<file path="config.mk">
export PLATFORM = sky130hd
export DESIGN_NAME = ptc_timer_pair
export DESIGN_NICKNAME = d
export VERILOG_FILES = /design/src/rtl/ptc_pkg.sv /design/src/rtl/ptc_prescale.sv /design/src/rtl/ptc_timer_pair.sv
export VERILOG_INCLUDE_DIRS = /design/src /design/src/rtl
export SDC_FILE = /design/constraint.sdc
export NUM_CORES = 1
export LEC_CHECK = 0
export ABC_CLOCK_PERIOD_IN_PS = 5000
export BUFFER_PORTS_ARGS = -buffer_cell sky130_fd_sc_hd__buf_2
export CAP_MARGIN = 15
export CORE_MARGIN = 2
export CORE_UTILIZATION = 58
export DETAILED_ROUTE_END_ITERATION = 10
export GPL_ROUTABILITY_DRIVEN = 0
export HOLD_SLACK_MARGIN = 0.15
export PLACE_DENSITY = 0.93
export SYNTH_ARGS = -nofsm -noshare
export SYNTH_HDL_FRONTEND = slang
export SYNTH_HIERARCHICAL = 1
export SYNTH_SLANG_ARGS = --single-unit
</file>
<file path="constraint.sdc">
create_clock -name sys_clk -period 5 [get_ports sys_clk]
set_clock_uncertainty 0.1 [all_clocks]
set_input_delay 0.5 -clock sys_clk [delete_from_list [all_inputs] [get_ports sys_clk]]
set_output_delay 0.5 -clock sys_clk [all_outputs]
set_load 0.1 [all_outputs]
</file>
<file path="src/rtl/ptc_consts.svh">
// Constants for the paired 32-bit cascade timer
`ifndef PTC_CONSTS_SVH
`define PTC_CONSTS_SVH
// Control word field positions
`define PTC_CTL_ON      15
`define PTC_CTL_IDLE    13
`define PTC_CTL_GATE    6
`define PTC_CTL_PS_HI   5
`define PTC_CTL_PS_LO   4
`define PTC_CTL_CHAIN   3
`define PTC_CTL_SRC     1
// Reset values
`define PTC_CTL_RST     16'h0000
`define PTC_PER_RST     16'hffff
`define PTC_CNT_RST     16'h0000
`endif

</file>
<file path="src/rtl/ptc_pkg.sv">
// Types shared by the paired cascade timer
package ptc_pkg;
   // Decoded control word of one timer
   typedef struct packed {
      logic       on;
      logic       idle_stop;
      logic       gate_en;
      logic [1:0] prescale;
      logic       chain;
      logic       ext_src;
   } ptc_ctl_t;
   // Write strobes into one timer
   typedef struct packed {
      logic        cnt_we;
      logic        per_we;
      logic [15:0] wdata;
   } ptc_wr_t;
endpackage

</file>
<file path="src/rtl/ptc_prescale.sv">
// Prescaler and clock source selection for one timer
`timescale 1ns/1ns
`include "ptc_consts.svh"
module ptc_prescale (
   // Clock and reset
   input  wire logic       sys_clk,
   input  wire logic       sys_rst,
   // Control
   input  wire logic       run,
   input  wire logic       ext_src,
   input  wire logic [1:0] prescale,
   // Count sources
   input  wire logic       ext_clk,
   input  wire logic       gate_in,
   input  wire logic       gate_en,
   // Count enable pulse
   output logic            tick
);
   logic [7:0] div_reg;
   logic       ext_d_reg;
   logic       raw;
   logic       hit;

   // External clock edge detect; inputs are taken as synchronous
   always_ff @(posedge sys_clk) begin
      if (sys_rst) begin
         ext_d_reg <= 1'b0;
      end else begin
         ext_d_reg <= ext_clk;
      end
   end

   // Source pulse, then gate qualifies it
   assign raw = (ext_src ? (ext_clk & ~ext_d_reg) : 1'b1) & (~gate_en | gate_in);

   // Prescale 1, 8, 64, 256
   always_comb begin
      unique case (prescale)
         2'd0: hit = 1'b1;
         2'd1: hit = (div_reg[2:0] == 3'h7);
         2'd2: hit = (div_reg[5:0] == 6'h3f);
         2'd3: hit = (div_reg == 8'hff);
      endcase
   end

   // Divider held clear while stopped so restart is aligned
   always_ff @(posedge sys_clk) begin
      if (sys_rst || !run) begin
         div_reg <= 8'h00;
      end else if (raw) begin
         div_reg <= div_reg + 8'h01;
      end
   end

   assign tick = run & raw & hit;
endmodule

</file>
<file path="src/rtl/ptc_timer_pair.sv">
// Paired 16-bit timers that can chain into one 32-bit timer
// Operation
// - Unchained, each 16-bit timer takes its mode from its own control word.
// - Chained: lower timer is low word, upper timer is high word.
// - Chained: upper control word ignored; lower control word sets up both.
// - Chained: lower timer clock source and gate drive the combined count.
// - Chained: match sets upper flag; only upper enable gates the request.
// - No conversion trigger output exists on this pair.
// - Neither timer offers a time base to other peripherals.
`timescale 1ns/1ns
`include "ptc_consts.svh"
module ptc_timer_pair
   import ptc_pkg::*;
(
   // Clock and reset
   input  wire logic            sys_clk,
   input  wire logic            sys_rst,
   input  wire logic            cpu_idle,
   // Control words
   input  wire logic [15:0]     lower_timer_control,
   input  wire logic [15:0]     upper_timer_control,
   // Counter and period writes
   input  wire ptc_pkg::ptc_wr_t lower_wr,
   input  wire ptc_pkg::ptc_wr_t upper_wr,
   // Clock and gate pins
   input  wire logic            lower_ext_clk,
   input  wire logic            lower_gate,
   input  wire logic            upper_ext_clk,
   input  wire logic            upper_gate,
   // Interrupt flag controls
   input  wire logic            lower_flag_clr,
   input  wire logic            pair_flag_clr,
   input  wire logic            lower_int_enable,
   input  wire logic            pair_interrupt_enable,
   // Counter values
   output logic [15:0]          lower_count,
   output logic [15:0]          upper_count,
   // Flags and requests
   output logic                 lower_flag,
   output logic                 pair_interrupt_flag,
   output logic                 lower_irq,
   output logic                 pair_irq
);
   import ptc_pkg::*;

   ptc_ctl_t    lc, uc;
   logic        chain;
   logic        l_run, u_run;
   logic        l_tick, u_tick;
   logic [15:0] l_cnt_reg, u_cnt_reg;
   logic [15:0] l_per_reg, u_per_reg;
   logic        l_match, u_match, m32;
   logic        l_flag_reg, u_flag_reg;
   logic        l_set, u_set;

   ///////////////////////////////////////////////////////////////////////
   // Decode both control words
   function automatic ptc_ctl_t dec(input logic [15:0] w);
      ptc_ctl_t c;
      c.on        = w[`PTC_CTL_ON];
      c.idle_stop = w[`PTC_CTL_IDLE];
      c.gate_en   = w[`PTC_CTL_GATE];
      c.prescale  = w[`PTC_CTL_PS_HI:`PTC_CTL_PS_LO];
      c.chain     = w[`PTC_CTL_CHAIN];
      c.ext_src   = w[`PTC_CTL_SRC];
      return c;
   endfunction

   assign lc    = dec(lower_timer_control);
   assign uc    = dec(upper_timer_control);
   assign chain = lc.chain;

   // Idle stop halts a timer only while the CPU idles
   assign l_run = lc.on & ~(lc.idle_stop & cpu_idle);
   // Chained: upper run held off; the upper word steps only from the lower timer
   assign u_run = chain ? 1'b0 : (uc.on & ~(uc.idle_stop & cpu_idle));

   ///////////////////////////////////////////////////////////////////////
   // Count enables; the upper prescaler is unused while chained
   ptc_prescale u_lpre (
      .sys_clk  (sys_clk),
      .sys_rst  (sys_rst),
      .run      (l_run),
      .ext_src  (lc.ext_src),
      .prescale (lc.prescale),
      .ext_clk  (lower_ext_clk),
      .gate_in  (lower_gate),
      .gate_en  (lc.gate_en),
      .tick     (l_tick)
   );

   ptc_prescale u_upre (
      .sys_clk  (sys_clk),
      .sys_rst  (sys_rst),
      .run      (u_run),
      .ext_src  (uc.ext_src),
      .prescale (uc.prescale),
      .ext_clk  (upper_ext_clk),
      .gate_in  (upper_gate),
      .gate_en  (uc.gate_en),
      .tick     (u_tick)
   );

   ///////////////////////////////////////////////////////////////////////
   // Period match detection
   assign l_match = (l_cnt_reg == l_per_reg);
   assign u_match = (u_cnt_reg == u_per_reg);
   assign m32     = l_match & u_match;

   // Lower counter: also the low word when chained, sharing its tick
   always_ff @(posedge sys_clk) begin
      if (sys_rst) begin
         l_cnt_reg <= `PTC_CNT_RST;
      end else if (lower_wr.cnt_we) begin
         l_cnt_reg <= lower_wr.wdata;
      end else if (l_tick) begin
         if (chain ? m32 : l_match) begin
            l_cnt_reg <= `PTC_CNT_RST;
         end else begin
            l_cnt_reg <= l_cnt_reg + 16'h0001;
         end
      end
   end

   // Upper counter: high word, stepped by low-word rollover when chained
   always_ff @(posedge sys_clk) begin
      if (sys_rst) begin
         u_cnt_reg <= `PTC_CNT_RST;
      end else if (upper_wr.cnt_we) begin
         u_cnt_reg <= upper_wr.wdata;
      end else if (chain) begin
         if (l_tick && m32) begin
            u_cnt_reg <= `PTC_CNT_RST;
         end else if (l_tick && l_cnt_reg == 16'hffff) begin
            u_cnt_reg <= u_cnt_reg + 16'h0001;
         end
      end else if (u_tick) begin
         if (u_match) begin
            u_cnt_reg <= `PTC_CNT_RST;
         end else begin
            u_cnt_reg <= u_cnt_reg + 16'h0001;
         end
      end
   end

   // Period words; chained, upper holds the high half of the period
   always_ff @(posedge sys_clk) begin
      if (sys_rst) begin
         l_per_reg <= `PTC_PER_RST;
         u_per_reg <= `PTC_PER_RST;
      end else begin
         if (lower_wr.per_we) begin
            l_per_reg <= lower_wr.wdata;
         end
         if (upper_wr.per_we) begin
            u_per_reg <= upper_wr.wdata;
         end
      end
   end

   ///////////////////////////////////////////////////////////////////////
   // Interrupt flags; a set in the clearing cycle wins
   assign l_set = ~chain & l_tick & l_match;
   assign u_set = chain ? (l_tick & m32) : (u_tick & u_match);

   always_ff @(posedge sys_clk) begin
      if (sys_rst) begin
         l_flag_reg <= 1'b0;
      end else if (l_set) begin
         l_flag_reg <= 1'b1;
      end else if (lower_flag_clr) begin
         l_flag_reg <= 1'b0;
      end
   end

   always_ff @(posedge sys_clk) begin
      if (sys_rst) begin
         u_flag_reg <= 1'b0;
      end else if (u_set) begin
         u_flag_reg <= 1'b1;
      end else if (pair_flag_clr) begin
         u_flag_reg <= 1'b0;
      end
   end

   // Outputs; no conversion trigger or shared time base leaves the pair
   assign lower_count         = l_cnt_reg;
   assign upper_count         = u_cnt_reg;
   assign lower_flag          = l_flag_reg;
   assign pair_interrupt_flag = u_flag_reg;
   assign lower_irq           = l_flag_reg & lower_int_enable;
   assign pair_irq            = u_flag_reg & pair_interrupt_enable;
endmodule

</file>
Word level (Yosys, flattened, before mapping)
Cells that the tools add are included.
{"block": "word_totals", "out_inout_bits": 36, "in_bits": 79, "regBits": 84}
{"block": "op_classes", "n_eq_ne": 16, "add_sub_neg": 4, "mux": 20, "reduce_logical": 13, "n_bitwise": 28}
{"cell": "16-bit 2-to-1 mux", "count": 9}
{"cell": "16-bit by 1-bit adder with 16-bit output (second input constant)", "count": 2}
{"cell": "16-bit == test", "count": 2}
{"cell": "1-bit bitwise AND", "count": 19}
{"cell": "8-bit by 1-bit adder with 8-bit output (second input constant)", "count": 2}
{"cell": "16-bit == test (second input constant)", "count": 1}
{"cell": "8-bit == test (second input constant)", "count": 2}
{"cell": "6-bit == test (second input constant)", "count": 2}
{"cell": "1-bit 2-to-1 mux", "count": 9}
{"cell": "2-bit == test (second input constant)", "count": 4}
{"cell": "1-bit case mux with 4 select lines", "count": 2}
{"cell": "1-bit inverter", "count": 7}
{"cell": "3-bit == test (second input constant)", "count": 2}
{"cell": "2-bit nonzero test", "count": 3}
{"cell": "2-bit by 1-bit == test with 1-bit output (second input constant)", "count": 2}
{"cell": "2-bit logical NOT", "count": 2}
{"cell": "4-bit by 1-bit inequality test with 1-bit output (second input constant)", "count": 1}
{"cell": "3-bit nonzero test", "count": 1}
{"cell": "1-bit logical AND", "count": 2}
{"cell": "1-bit logical NOT", "count": 2}
{"cell": "1-bit logical OR", "count": 2}
{"cell": "1-bit OR", "count": 2}
{"cell": "2-bit AND reduction", "count": 1}

Logic depth before layout (Yosys ltp)
Gate-level depths: netlist of the first run.
{"block": "logic_depth", "word_depth": 11, "mapped_depth": 13, "mapped_depth_nobuf": 11}

Modules after synthesis
The synthesis of the first run kept the hierarchy.
{"mod": "ptc_timer_pair", "seq_area_each_um2": 1321.3, "area_each_um2": 3719.8, "cells_per_inst": 437, "instances": 1}
{"mod": "ptc_prescale", "seq_area_each_um2": 180.2, "area_each_um2": 500.5, "cells_per_inst": 54, "instances": 2}

Worst setup path before layout of the first run
No wires, ideal clock.
{"block": "synth_timing", "path_kind": "register to register", "from": "reg u_cnt_reg[2], in the netlist upper_count[2]", "to": "reg u_cnt_reg[15], in the netlist upper_count[15]", "setup_time_ns": 0.073, "n_path_buf": 2, "t_arrival_ns": 2.760, "synth_period_minus_slack_ns": 2.934, "stages_incl_launch_ff": 9, "required_ns": 4.827, "path_slack_ns": 2.066, "path_cell_list": "dfxtp_1 buf_4 nand3_1 or4_1 buf_2 or4_1 nor2_1 a221oi_1 o211ai_2"}
{"block": "synth_between", "elab_chain_cells": 6}
{"item": "start: declaration", "line_no": "ptc_timer_pair.sv:50", "rtl": "logic [15:0] l_cnt_reg, u_cnt_reg;"}
{"item": "start signal: assignment", "line_no": "ptc_timer_pair.sv:128", "rtl": "u_cnt_reg <= `PTC_CNT_RST;"}
{"item": "start signal: assignment", "line_no": "ptc_timer_pair.sv:130", "rtl": "u_cnt_reg <= upper_wr.wdata;"}
{"item": "start signal: assignment", "line_no": "ptc_timer_pair.sv:133", "rtl": "u_cnt_reg <= `PTC_CNT_RST;"}
{"item": "parallel branches: the longest is 6 deep, another holds 16-bit by 1-bit adder with 16-bit output"}
Parallel ways; which one is timed is not known. The select of a mux whose other input is x is not followed.
A chain may end at the register's enable or synchronous reset.

Worst setup path in the final report of the first run
{"block": "layout_timing", "from": "reg u_cnt_reg[7], in the netlist upper_count[7]", "to": "reg u_cnt_reg[11], in the netlist upper_count[11]"}
Same word-level chain as after synthesis.

==> flow_summary.yaml, run 1 <==
status:
  status: "completed"
placed_design:
  dp_hpwl_mm: 8.868
  portBuffers: 95
pwr:
  ir_drop_mv: 0.1998
  p_seq_share_pct: 45.9
  clkPwrFrac_pct: 32.8
  finalPower_uw: 1643
  power_density_mw_per_mm2: 303.5
  p_comb_share_pct: 21.3
  swShare_pct: 32.90
  p_leak_uw: 0.002083
  p_int_uw: 1103
  power.switching_uw: 540.7
synth:
  async_reset_ff_share_pct: 0
  syn_area_per_cell_sq_um: 8.662
  ys_warn_count: 6
  synth_edf_count: 0
  synth.area.mux_share_pct: 8.110
  synth_compound_area_share_pct: 17.31
  synth_top_family_by_area: "simple AND/OR/NAND/NOR gates"
  synth_cell_types: 55
  synthSimpleGateAreaFrac_pct: 21.60
  synth-main-ff-cell: "dfxtp_1"
  yosysTopAreaCell: "dfxtp_1"
  syn_nets: 630
  synth_fa_ha_area_share_pct: 1.590
  synth_area_leaders: "dfxtp_1 (36%), xnor2_1 (10%), mux2i_1 (7.6%)"
  netlist_area_sq_mm: 0.004721
  synth-xor-area-share_pct: 11.50
  ys_ff_latch: 84
  synth_top_area_share_pct: 35.62
  synthCells: 545
  ys_seq_area_share_pct: 35.62
routing:
  post_drt_via_cell_ratio: 6.312
  first_iter_violations: 409
  final_antenna_net_count: 0
  vias: 4576
  wl_per_cell_um: 17.64
  firstDrtPassIters: 5
  drc: 0
  wl_mm: 12.79
clock_tree:
  clock_latency_ns: 0.36
  cts_tree: "yes"
  cts_sinks: 84
  ctsResizeCount: 0
  postCtsHoldBufs: 0
  cts_max_level: 3
  cts.clk_slew.worst_paths_ns: 0.09
  cts_buffer_depth: 2
  cts_setup_buffers: 0
  cts_buffers: 9
  root_buffer: "clkbuf_8"
worst_setup_path:
  r2r_setup_slack_ns: 1.73
  crit_path_max_fanout: 15
  startpoint: "upper_count[7]"
  cp.arrival_ns: 3.43
  crit_path_start_kind: "flip-flop"
  path_class: "reg -> reg"
  required_ns: 5.16
  r2r_cells: 7
  reg2reg_to: "upper_count[11]"
  end_kind: "flip-flop"
  r2r-start: "upper_count[7]"
floorplan:
  coreArea_sq_mm: 0.007807
  dieArea_sq_mm: 0.008876
  chipWidth_um: 94.22
  start_util_pct: 60.46
  pin_count: 115
  die_h_um: 94.22
  rows: 32
global_route:
  globalRouteMet1Util_pct: 37.84
  grt_pass1_wl_mm: 20.42
  gr-usage-met3_pct: 5.217
  overflow: 0
  grt_max_degree: 32
  antenna_found_initial: 0
  top_usage_layer: "met2"
  grt.total_usage_pct: 29.08
  grt_pass1_vias: 4356
  met2_usage_pct: 46.37
sta:
  slew_viol_final: 0
  max_slew_margin_pct: 28.69
  rsz0062_at_grt: "false"
  final.setup.tns_ns: 0
  finalHoldViolCount: 0
  worst_slew_pin_slew_ns: 1.061
  timing.fmax_ghz: 0.3060
  finalSetupViolCount: 0
  finalCritPeriodShare_pct: 65.36
  min_period_ns: 3.268
final_layout:
  fin_util_pct: 69.36
  layout.nets: 703
  area_growth_pct: 14.71
  layout-drive-gt1-share_pct: 21.19
  antenna_cells: 0
worst_hold_path:
  worstHoldStart: "upper_wr[3]"
  min_path_cells: 3
  min_path_type: "in -> reg"
  hold_end: "u_per_reg[3]"
run:
  maxCapViolCount: 0
-- per-layer routing --
layer | routed length (um) | part of all wire, %
met5 | 0 | 0
met4 | 453 | 3.5
met1 | 5171 | 40
met2 | 5999 | 47
met3 | 1168 | 9.1
-- area by class of cell --
cell class / count / area (sq um)
multi-input combinational: 413 / 2838
fill: 613 / 2392
sequential: 84 / 1682
timing repair buffer: 100 / 513.0
clock buffer: 12 / 145.1
tap: 102 / 127.6
clock inverter: 4 / 72.57
inverter: 10 / 37.54
-- stage by stage --
| step | instance area (sq um) | std cells | setup slack [ns] | hold WS [ns] |
|---|---|---|---|---|
| after floorplan | 4721 | 545 | 2.066 | 0.3632 |
| after global placement | 5190 | 708 | 1.807 | 0.3743 |
| after detailed placement | 5190 | 708 | 1.739 | 0.3807 |
| after CTS | 5408 | 724 | 1.864 | 0.2723 |
| after global routing | 5415 | 725 | 1.576 | 0.2795 |
| final | 5415 | 725 | 1.732 | 0.2688 |
-- critical path, stage by stage (launching register included) --
cell	delay (ns)
dfxtp_1	0.52
xnor2_1	0.16
nand4_1	0.16
nor4_1	0.88
buf_4	0.29
and4_1	0.60
o21ai_0	0.23
o221ai_1	0.23
-- cell families (layout without fill, tap and decap cells) --
kind of cell	count (synthesis)	count (layout)
xor gates and xnor gates	62	62
DFF	84	84
and+or+nand+nor	208	208
muxes	38	38
AOI/OAI and AO/OA	99	99
adders and majority gates	6	6
buffers and inverters	48	126
-- Yosys cell counts, types with 7 or more instances --
library cell	instances
o221ai_1	7
xor2_1	7
xnor2_1	55
dfxtp_1	84
a221oi_1	8
clkbuf_1	17
o21ai_0	20
nor3_1	12
mux2i_1	36
a22oi_1	8
nor2b_1	9
inv_1	9
nor2_1	37
a311oi_1	9
nand2_1	76
buf_2	13
nand3_1	22
nand4_1	16
-- how the worst max path moves through the flow --
| stage | end | slack [ns] |
|---|---|---|
| after detailed placement | lower_count[4] | 1.74 |
| final | upper_count[11] | 1.73 |
| after CTS | upper_count[11] | 1.86 |
| after global placement | upper_count[11] | 1.81 |
| after floorplan | upper_count[15] | 2.07 |
| after global routing | upper_count[11] | 1.58 |
-- layout by cell type, fill, tap and decap left out, types with 3 or more instances in the layout --
cell type	count
xnor2_1	55
clkbuf_8	10
a221oi_1	8
nand2b_1	4
nand4_1	16
o221ai_1	7
xor2_1	7
nand2_1	76
a21oi_1	6
o21ai_0	20
a2111oi_0	6
nor3_1	12
mux2i_1	36
o211ai_1	3
and2_1	4
o2111ai_1	3
a311oi_1	9
a211o_1	3
buf_4	5
inv_1	9
nor4_1	5
o41ai_1	6
nor2b_1	9
a22oi_1	8
ha_1	6
nand3_1	22
nor2_1	37
a211oi_1	3
dfxtp_1	84
a2111oi_2	4
buf_2	95
nor3b_1	6
-- power groups by stage --
stage               registers, uW  clock network (uW)  logic, uW
floorplan                     882                   0        148
global placement              764                   0        337
detailed placement            767                   0        346
CTS                           752                 538        348
global route                  759                 571        371
finish                        754                 539        350
Note: power is estimated with default switching activity, not from simulation.
==> inputs of run 2 (changes only) <==
- ABC_CLOCK_PERIOD_IN_PS: 5000 -> 3400
- CORE_UTILIZATION: 58 -> 54
- PLACE_DENSITY: 0.93 -> 0.88
- clock period: 5 -> 3.4 ns (I/O delays scaled with it)
==> run 2 against run 1 <==
Against the previous run:
- non-clock buffer count grew 33
- power grew 44%
- cell count rose by 5.4%
- combinational power up 56%
- die area is 7.1% higher
- global-route usage down 1.5 points
- critical path type unchanged
- largest cell class unchanged
==> flow_summary.yaml, run 2 (synthesis gave the netlist of run 1 again) <==
global_route:
  grt_pass1_wl_mm: 21.62
  grt_max_degree: 36
  antenna_found_initial: 0
  grt.total_usage_pct: 27.60
  overflow: 0
  grt_pass1_vias: 4539
pwr:
  p_leak_uw: 0.002201
  p_seq_share_pct: 46.9
  ir_drop_mv: 0.3119
  power_density_mw_per_mm2: 412.3
  finalPower_uw: 2360
  p_int_uw: 1550
  p_comb_share_pct: 23.1
  power.switching_uw: 809.4
  swShare_pct: 34.30
  clkPwrFrac_pct: 30.0
worst_setup_path:
  end_kind: "flip-flop"
  r2r_setup_slack_ns: 0.43
  cpPeakStageDelay_ns: 0.92
  cp.arrival_ns: 3.13
  required_ns: 3.56
  path_cells: "ha_1 -> ha_1 -> nor2_1 -> nand2_1 -> nand3_1 -> a21oi_1 -> buf_4 -> a21oi_1 -> o21ai_0 -> a311oi_1"
  crit_path_start_kind: "flip-flop"
  crit_slowest_cell: "a21oi_1"
  path_class: "reg -> reg"
  crit_path_max_fanout: 20
final_layout:
  antenna_cells: 0
  layout_commonest_cell: "buf_2"
  layout_common_cells: "buf_2 (95), dfxtp_1 (84), nand2_1 (76)"
  layout.nets: 736
  final_area_sq_mm: 0.005723
  fill_cells: 671
  layout-drive-gt1-share_pct: 20.58
  area_growth_pct: 21.23
worst_hold_path:
  min_path_type: "in -> reg"
clock_tree:
  cts.clk_slew.worst_paths_ns: 0.09
  root_buffer: "clkbuf_8"
  cts_buffer_depth: 2
  cts_buffers: 9
  ctsResizeCount: 0
  cts_sinks: 84
  clock_latency_ns: 0.35
  postCtsHoldBufs: 31
  cts_tree: "yes"
  cts_max_level: 3
  cts_setup_buffers: 0
placed_design:
  portBuffers: 95
  dp_hpwl_mm: 8.681
  placed_area_sq_mm: 0.005220
  place_ws_ns: 0.5168
floorplan:
  chipWidth_um: 97.50
  pin_count: 115
  coreArea_sq_mm: 0.008593
  start_util_pct: 54.94
  dieArea_sq_mm: 0.009506
  rows: 34
  die_h_um: 97.50
routing:
  firstDrtPassIters: 7
  post_drt_via_cell_ratio: 6.047
  wl_per_cell_um: 17.01
  vias: 4620
  first_iter_violations: 356
  wl_mm: 13.00
  drc: 0
  final_antenna_net_count: 0
run:
  maxCapViolCount: 0
sta:
  min_period_ns: 2.966
  finalHoldViolCount: 0
  slew_viol_final: 0
  rsz0062_at_grt: "false"
  fin_ws_ns: 0.4339
  max_slew_margin_pct: 20.85
  worst_hold_slack_ns: 0.1613
  timing.fmax_ghz: 0.3371
  finalSetupViolCount: 0
  finalCritPeriodShare_pct: 87.24
  final.setup.tns_ns: 0
  worst_slew_pin_slew_ns: 1.187
status:
  status: "completed"
run 2: stage by stage:
step           util [%]  instances
3_3_place_gp      60.75        717
3_5_place_dp      60.75        717
6_report          66.60        764
4_1_cts           66.60        764
5_1_grt           66.60        764
2_1_floorplan         -        545
run 2: area by class of cell:
cell class / count / area (sq um) / area share [%]
well taps: 108 / 135.1 / 2.361
inverters: 10 / 37.54 / 0.6559
multi-input cells: 413 / 2838 / 49.58
clock inverters: 6 / 65.06 / 1.137
flip-flops and latches: 84 / 1682 / 29.38
clock buffers: 10 / 127.6 / 2.230
repair buffers: 133 / 838.3 / 14.65
run 2: critical path, delay by kind of cell (launching register included):
family / cells / cell delay, ns
AOI/OAI and AO/OA: 4 / 1.55
DFF: 1 / 0.35
buffers and inverters: 1 / 0.20
adders and majority gates: 2 / 0.43
and+or+nand+nor: 3 / 0.23
run 2: final timing paths:
kind	endpoint	cells after the start	startpoint
worst max-delay path	upper_count[9]	10	u_lpre/div_reg[0]
worst min-delay path	u_lpre/ext_d_reg	2	lower_ext_clk
worst max register to register	upper_count[9]	10	u_lpre/div_reg[0]
worst min register to register	l_per_reg[9]	2	l_per_reg[9]
run 2: routing by layer:
metal | up-vias | GRT usage, % | part of all wire, % | routed length, um
met5 | - | 0 | 0 | 0
met1 | 2154 | 34.97 | 41 | 5298
met4 | 0 | 11.75 | 3.3 | 431
met2 | 235 | 45.84 | 48 | 6300
met3 | 45 | 5.396 | 7.4 | 964
li1 | 2186 | - | - | -
run 2: power groups by stage:
stage	clock network (uW)	registers (uW)	logic, uW
2_1_floorplan	0	1300	217
3_3_place_gp	0	1120	499
3_5_place_dp	0	1130	510
4_1_cts	721	1100	539
5_1_grt	753	1110	579
6_report	708	1110	545
==> inputs of run 3 (changes only) <==
- ABC_AREA: not set -> 1
- CORE_UTILIZATION: 54 -> 56
- PLACE_DENSITY: 0.88 -> 0.89
==> run 3 against run 2 <==
Against the previous run:
- register-to-register slack improved by 0.43 ns
- first-iteration DRC count decreased by 8.4%
- sequential share of layout area decreased by 3.3 points
- sequential cell count unchanged
- global-route usage decreased by 0.25 points
- critical path type is now in -> reg
==> flow_summary.yaml, run 3 <==
status:
  status: "completed"
clock_tree:
  postCtsHoldBufs: 34
  ctsResizeCount: 0
  root_buffer: "clkbuf_8"
  clock_latency_ns: 0.36
  cts_setup_buffers: 0
  cts_tree: "yes"
  cts_sinks: 84
  cts.clk_slew.worst_paths_ns: 0.09
  cts_buffers: 9
  cts_buffer_depth: 2
  cts_max_level: 3
worst_setup_path:
  r2r_cells: 16
  r2r_setup_slack_ns: 0.86
  path_class: "in -> reg"
  r2r-start: "u_lpre/div_reg[0]"
  crit_path_start_kind: "primary input"
  end_kind: "flip-flop"
  crit_path_max_fanout: 17
  cp.arrival_ns: 2.79
  required_ns: 3.56
  reg2reg_to: "upper_count[10]"
synth:
  synth_edf_count: 0
  ys_warn_count: 6
  synthCells: 848
  synth_area_leaders: "dfxtp_1 (31%), nand2_1 (16%), nor2_1 (7.6%)"
  syn_area_per_cell_sq_um: 6.374
  async_reset_ff_share_pct: 0
  yosysMostFrequentCell: "nand2_1"
  ys_ff_latch: 84
  synth-main-ff-cell: "dfxtp_1"
  syn_nets: 933
  synth_cell_types: 35
  synth_top_area_share_pct: 31.11
  synth.top_cells.by_count: "nand2_1 (230), nor2_1 (109), inv_1 (94)"
  yosysTopAreaCell: "dfxtp_1"
  ys_seq_area_share_pct: 31.11
  netlist_area_sq_mm: 0.005405
routing:
  wl_met3_um: 831
  post_drt_via_cell_ratio: 5.191
  top_layer_used: "met4"
  final_antenna_net_count: 0
  vias: 5669
  wl_mm: 13.90
  wl_per_cell_um: 12.72
  met2_length_mm: 6.974
  drc: 0
  first_iter_violations: 326
  wl_met1_mm: 5.895
  firstDrtPassIters: 5
placed_design:
  dp_hpwl_mm: 9.298
  portBuffers: 95
global_route:
  grt_pass1_wl_mm: 23.00
  grt.total_usage_pct: 27.36
  antenna_found_initial: 0
  grt_max_degree: 31
  overflow: 0
  grt_pass1_vias: 5223
final_layout:
  layout.nets: 1043
  layout_commonest_cell: "nand2_1"
  layout_common_cells: "nand2_1 (230), nor2_1 (109), buf_2 (95)"
  area_growth_pct: 19.14
  fin_util_pct: 69.37
  fill_cells: 815
  antenna_cells: 0
  layout-drive-gt1-share_pct: 18.69
sta:
  finalHoldViolCount: 0
  worst_slew_pin_slew_ns: 0.6485
  finalSetupViolCount: 0
  timing.fmax_ghz: 0.3808
  finalCritPeriodShare_pct: 77.23
  final.setup.tns_ns: 0
  max_slew_margin_pct: 56.64
  rsz0062_at_grt: "false"
  min_period_ns: 2.626
  slew_viol_final: 0
floorplan:
  die_h_um: 102.2
  pin_count: 115
  start_util_pct: 58.22
  chipWidth_um: 102.2
  coreArea_sq_mm: 0.009284
  rows: 35
  dieArea_sq_mm: 0.01045
run:
  maxCapViolCount: 0
pwr:
  p_leak_uw: 0.003145
  power_density_mw_per_mm2: 391.1
  ir_drop_mv: 0.2507
worst_hold_path:
  min_path_cells: 3
  hold_end: "u_per_reg[15]"
  min_path_type: "in -> reg"
  worstHoldStart: "upper_wr[15]"
run 3: cell count changes in the layout (fill, tap and decap cells not counted), sizes merged, moves of 14 or more:
cell,delta
a21oi,+46
inv,+95
mux2i,-36
nand2,+172
nand3,+54
nor2,+95
o21ai,+16
xnor2,-42
xor2,+14
run 3: power by group:
part	internal (uW)	switching, uW	total (uW)
registers	1040	63.5	1100
clock network	437	371	808
logic	185	424	609
run 3: metal layers:
metal	global-route usage [%]	vias to the layer above
li1	-	2884
met1	32.74	2585
met2	50.10	181
met3	4.856	19
met4	7.795	0
met5	0	-
run 3: worst max-delay path: stages:
cell           delay [ns]
dlygate4sd3_1        0.53
buf_2                0.12
nand2_2              0.07
a21oi_4              0.38
nand3_1              0.14
inv_1                0.16
nand2_1              0.07
inv_1                0.10
nand2_1              0.07
o21ai_2              0.15
inv_2                0.18
nand2_8              0.22
nand2_2              0.08
nor2_2               0.10
nor2_1               0.04
run 3: area by class of cell:
type                            instances  area, sq um  share of cell area, %
Inverter                              106        397.9                  6.178
Timing Repair Buffer                  132        842.1                  13.08
Clock buffer                           11        141.4                  2.195
Multi-Input combinational cell        625         3131                  48.61
Clock inverter                          5        85.08                  1.321
Sequential cell                        84         1682                  26.11
Tap cell                              129        161.4                  2.506
run 3: cells by family after synthesis:
| logic type | synth area share (%) |
|---|---|
| adder cells (fa/ha/maj) | 1.389 |
| XOR/XNOR | 5.509 |
| AND/OR/NAND/NOR | 39.03 |
| AO/OA/AOI/OAI | 11.99 |
| flip-flops | 31.11 |
| buffers and inverters | 10.97 |
run 3: worst max path at each step:
stage | start | to | slack [ns] | depth (start not counted)
after floorplan | lower_count[0] | upper_count[10] | 0.72 | 13
after global placement | u_lpre/div_reg[0] | lower_count[1] | 0.95 | 9
after detailed placement | u_lpre/div_reg[0] | lower_count[2] | 0.85 | 9
after CTS | lower_ext_clk | upper_count[15] | 0.79 | 15
after global routing | lower_ext_clk | upper_count[0] | 0.56 | 15
final | lower_ext_clk | upper_count[10] | 0.77 | 15
run 3: per-stage QoR:
step / worst slack [ns] / instance area, sq um / hold WS, ns / cells / power, uW
floorplan: 0.7211 / 5405 / 0.3112 / 848 / 1574
global placement: 0.9452 / 5862 / 0.3541 / 1041 / 1680
detailed placement: 0.8496 / 5862 / 0.3598 / 1041 / 1691
CTS: 0.7910 / 6429 / 0.1527 / 1091 / 2518
global route: 0.5570 / 6440 / 0.1870 / 1092 / 2630
finish: 0.7742 / 6440 / 0.1671 / 1092 / 2519
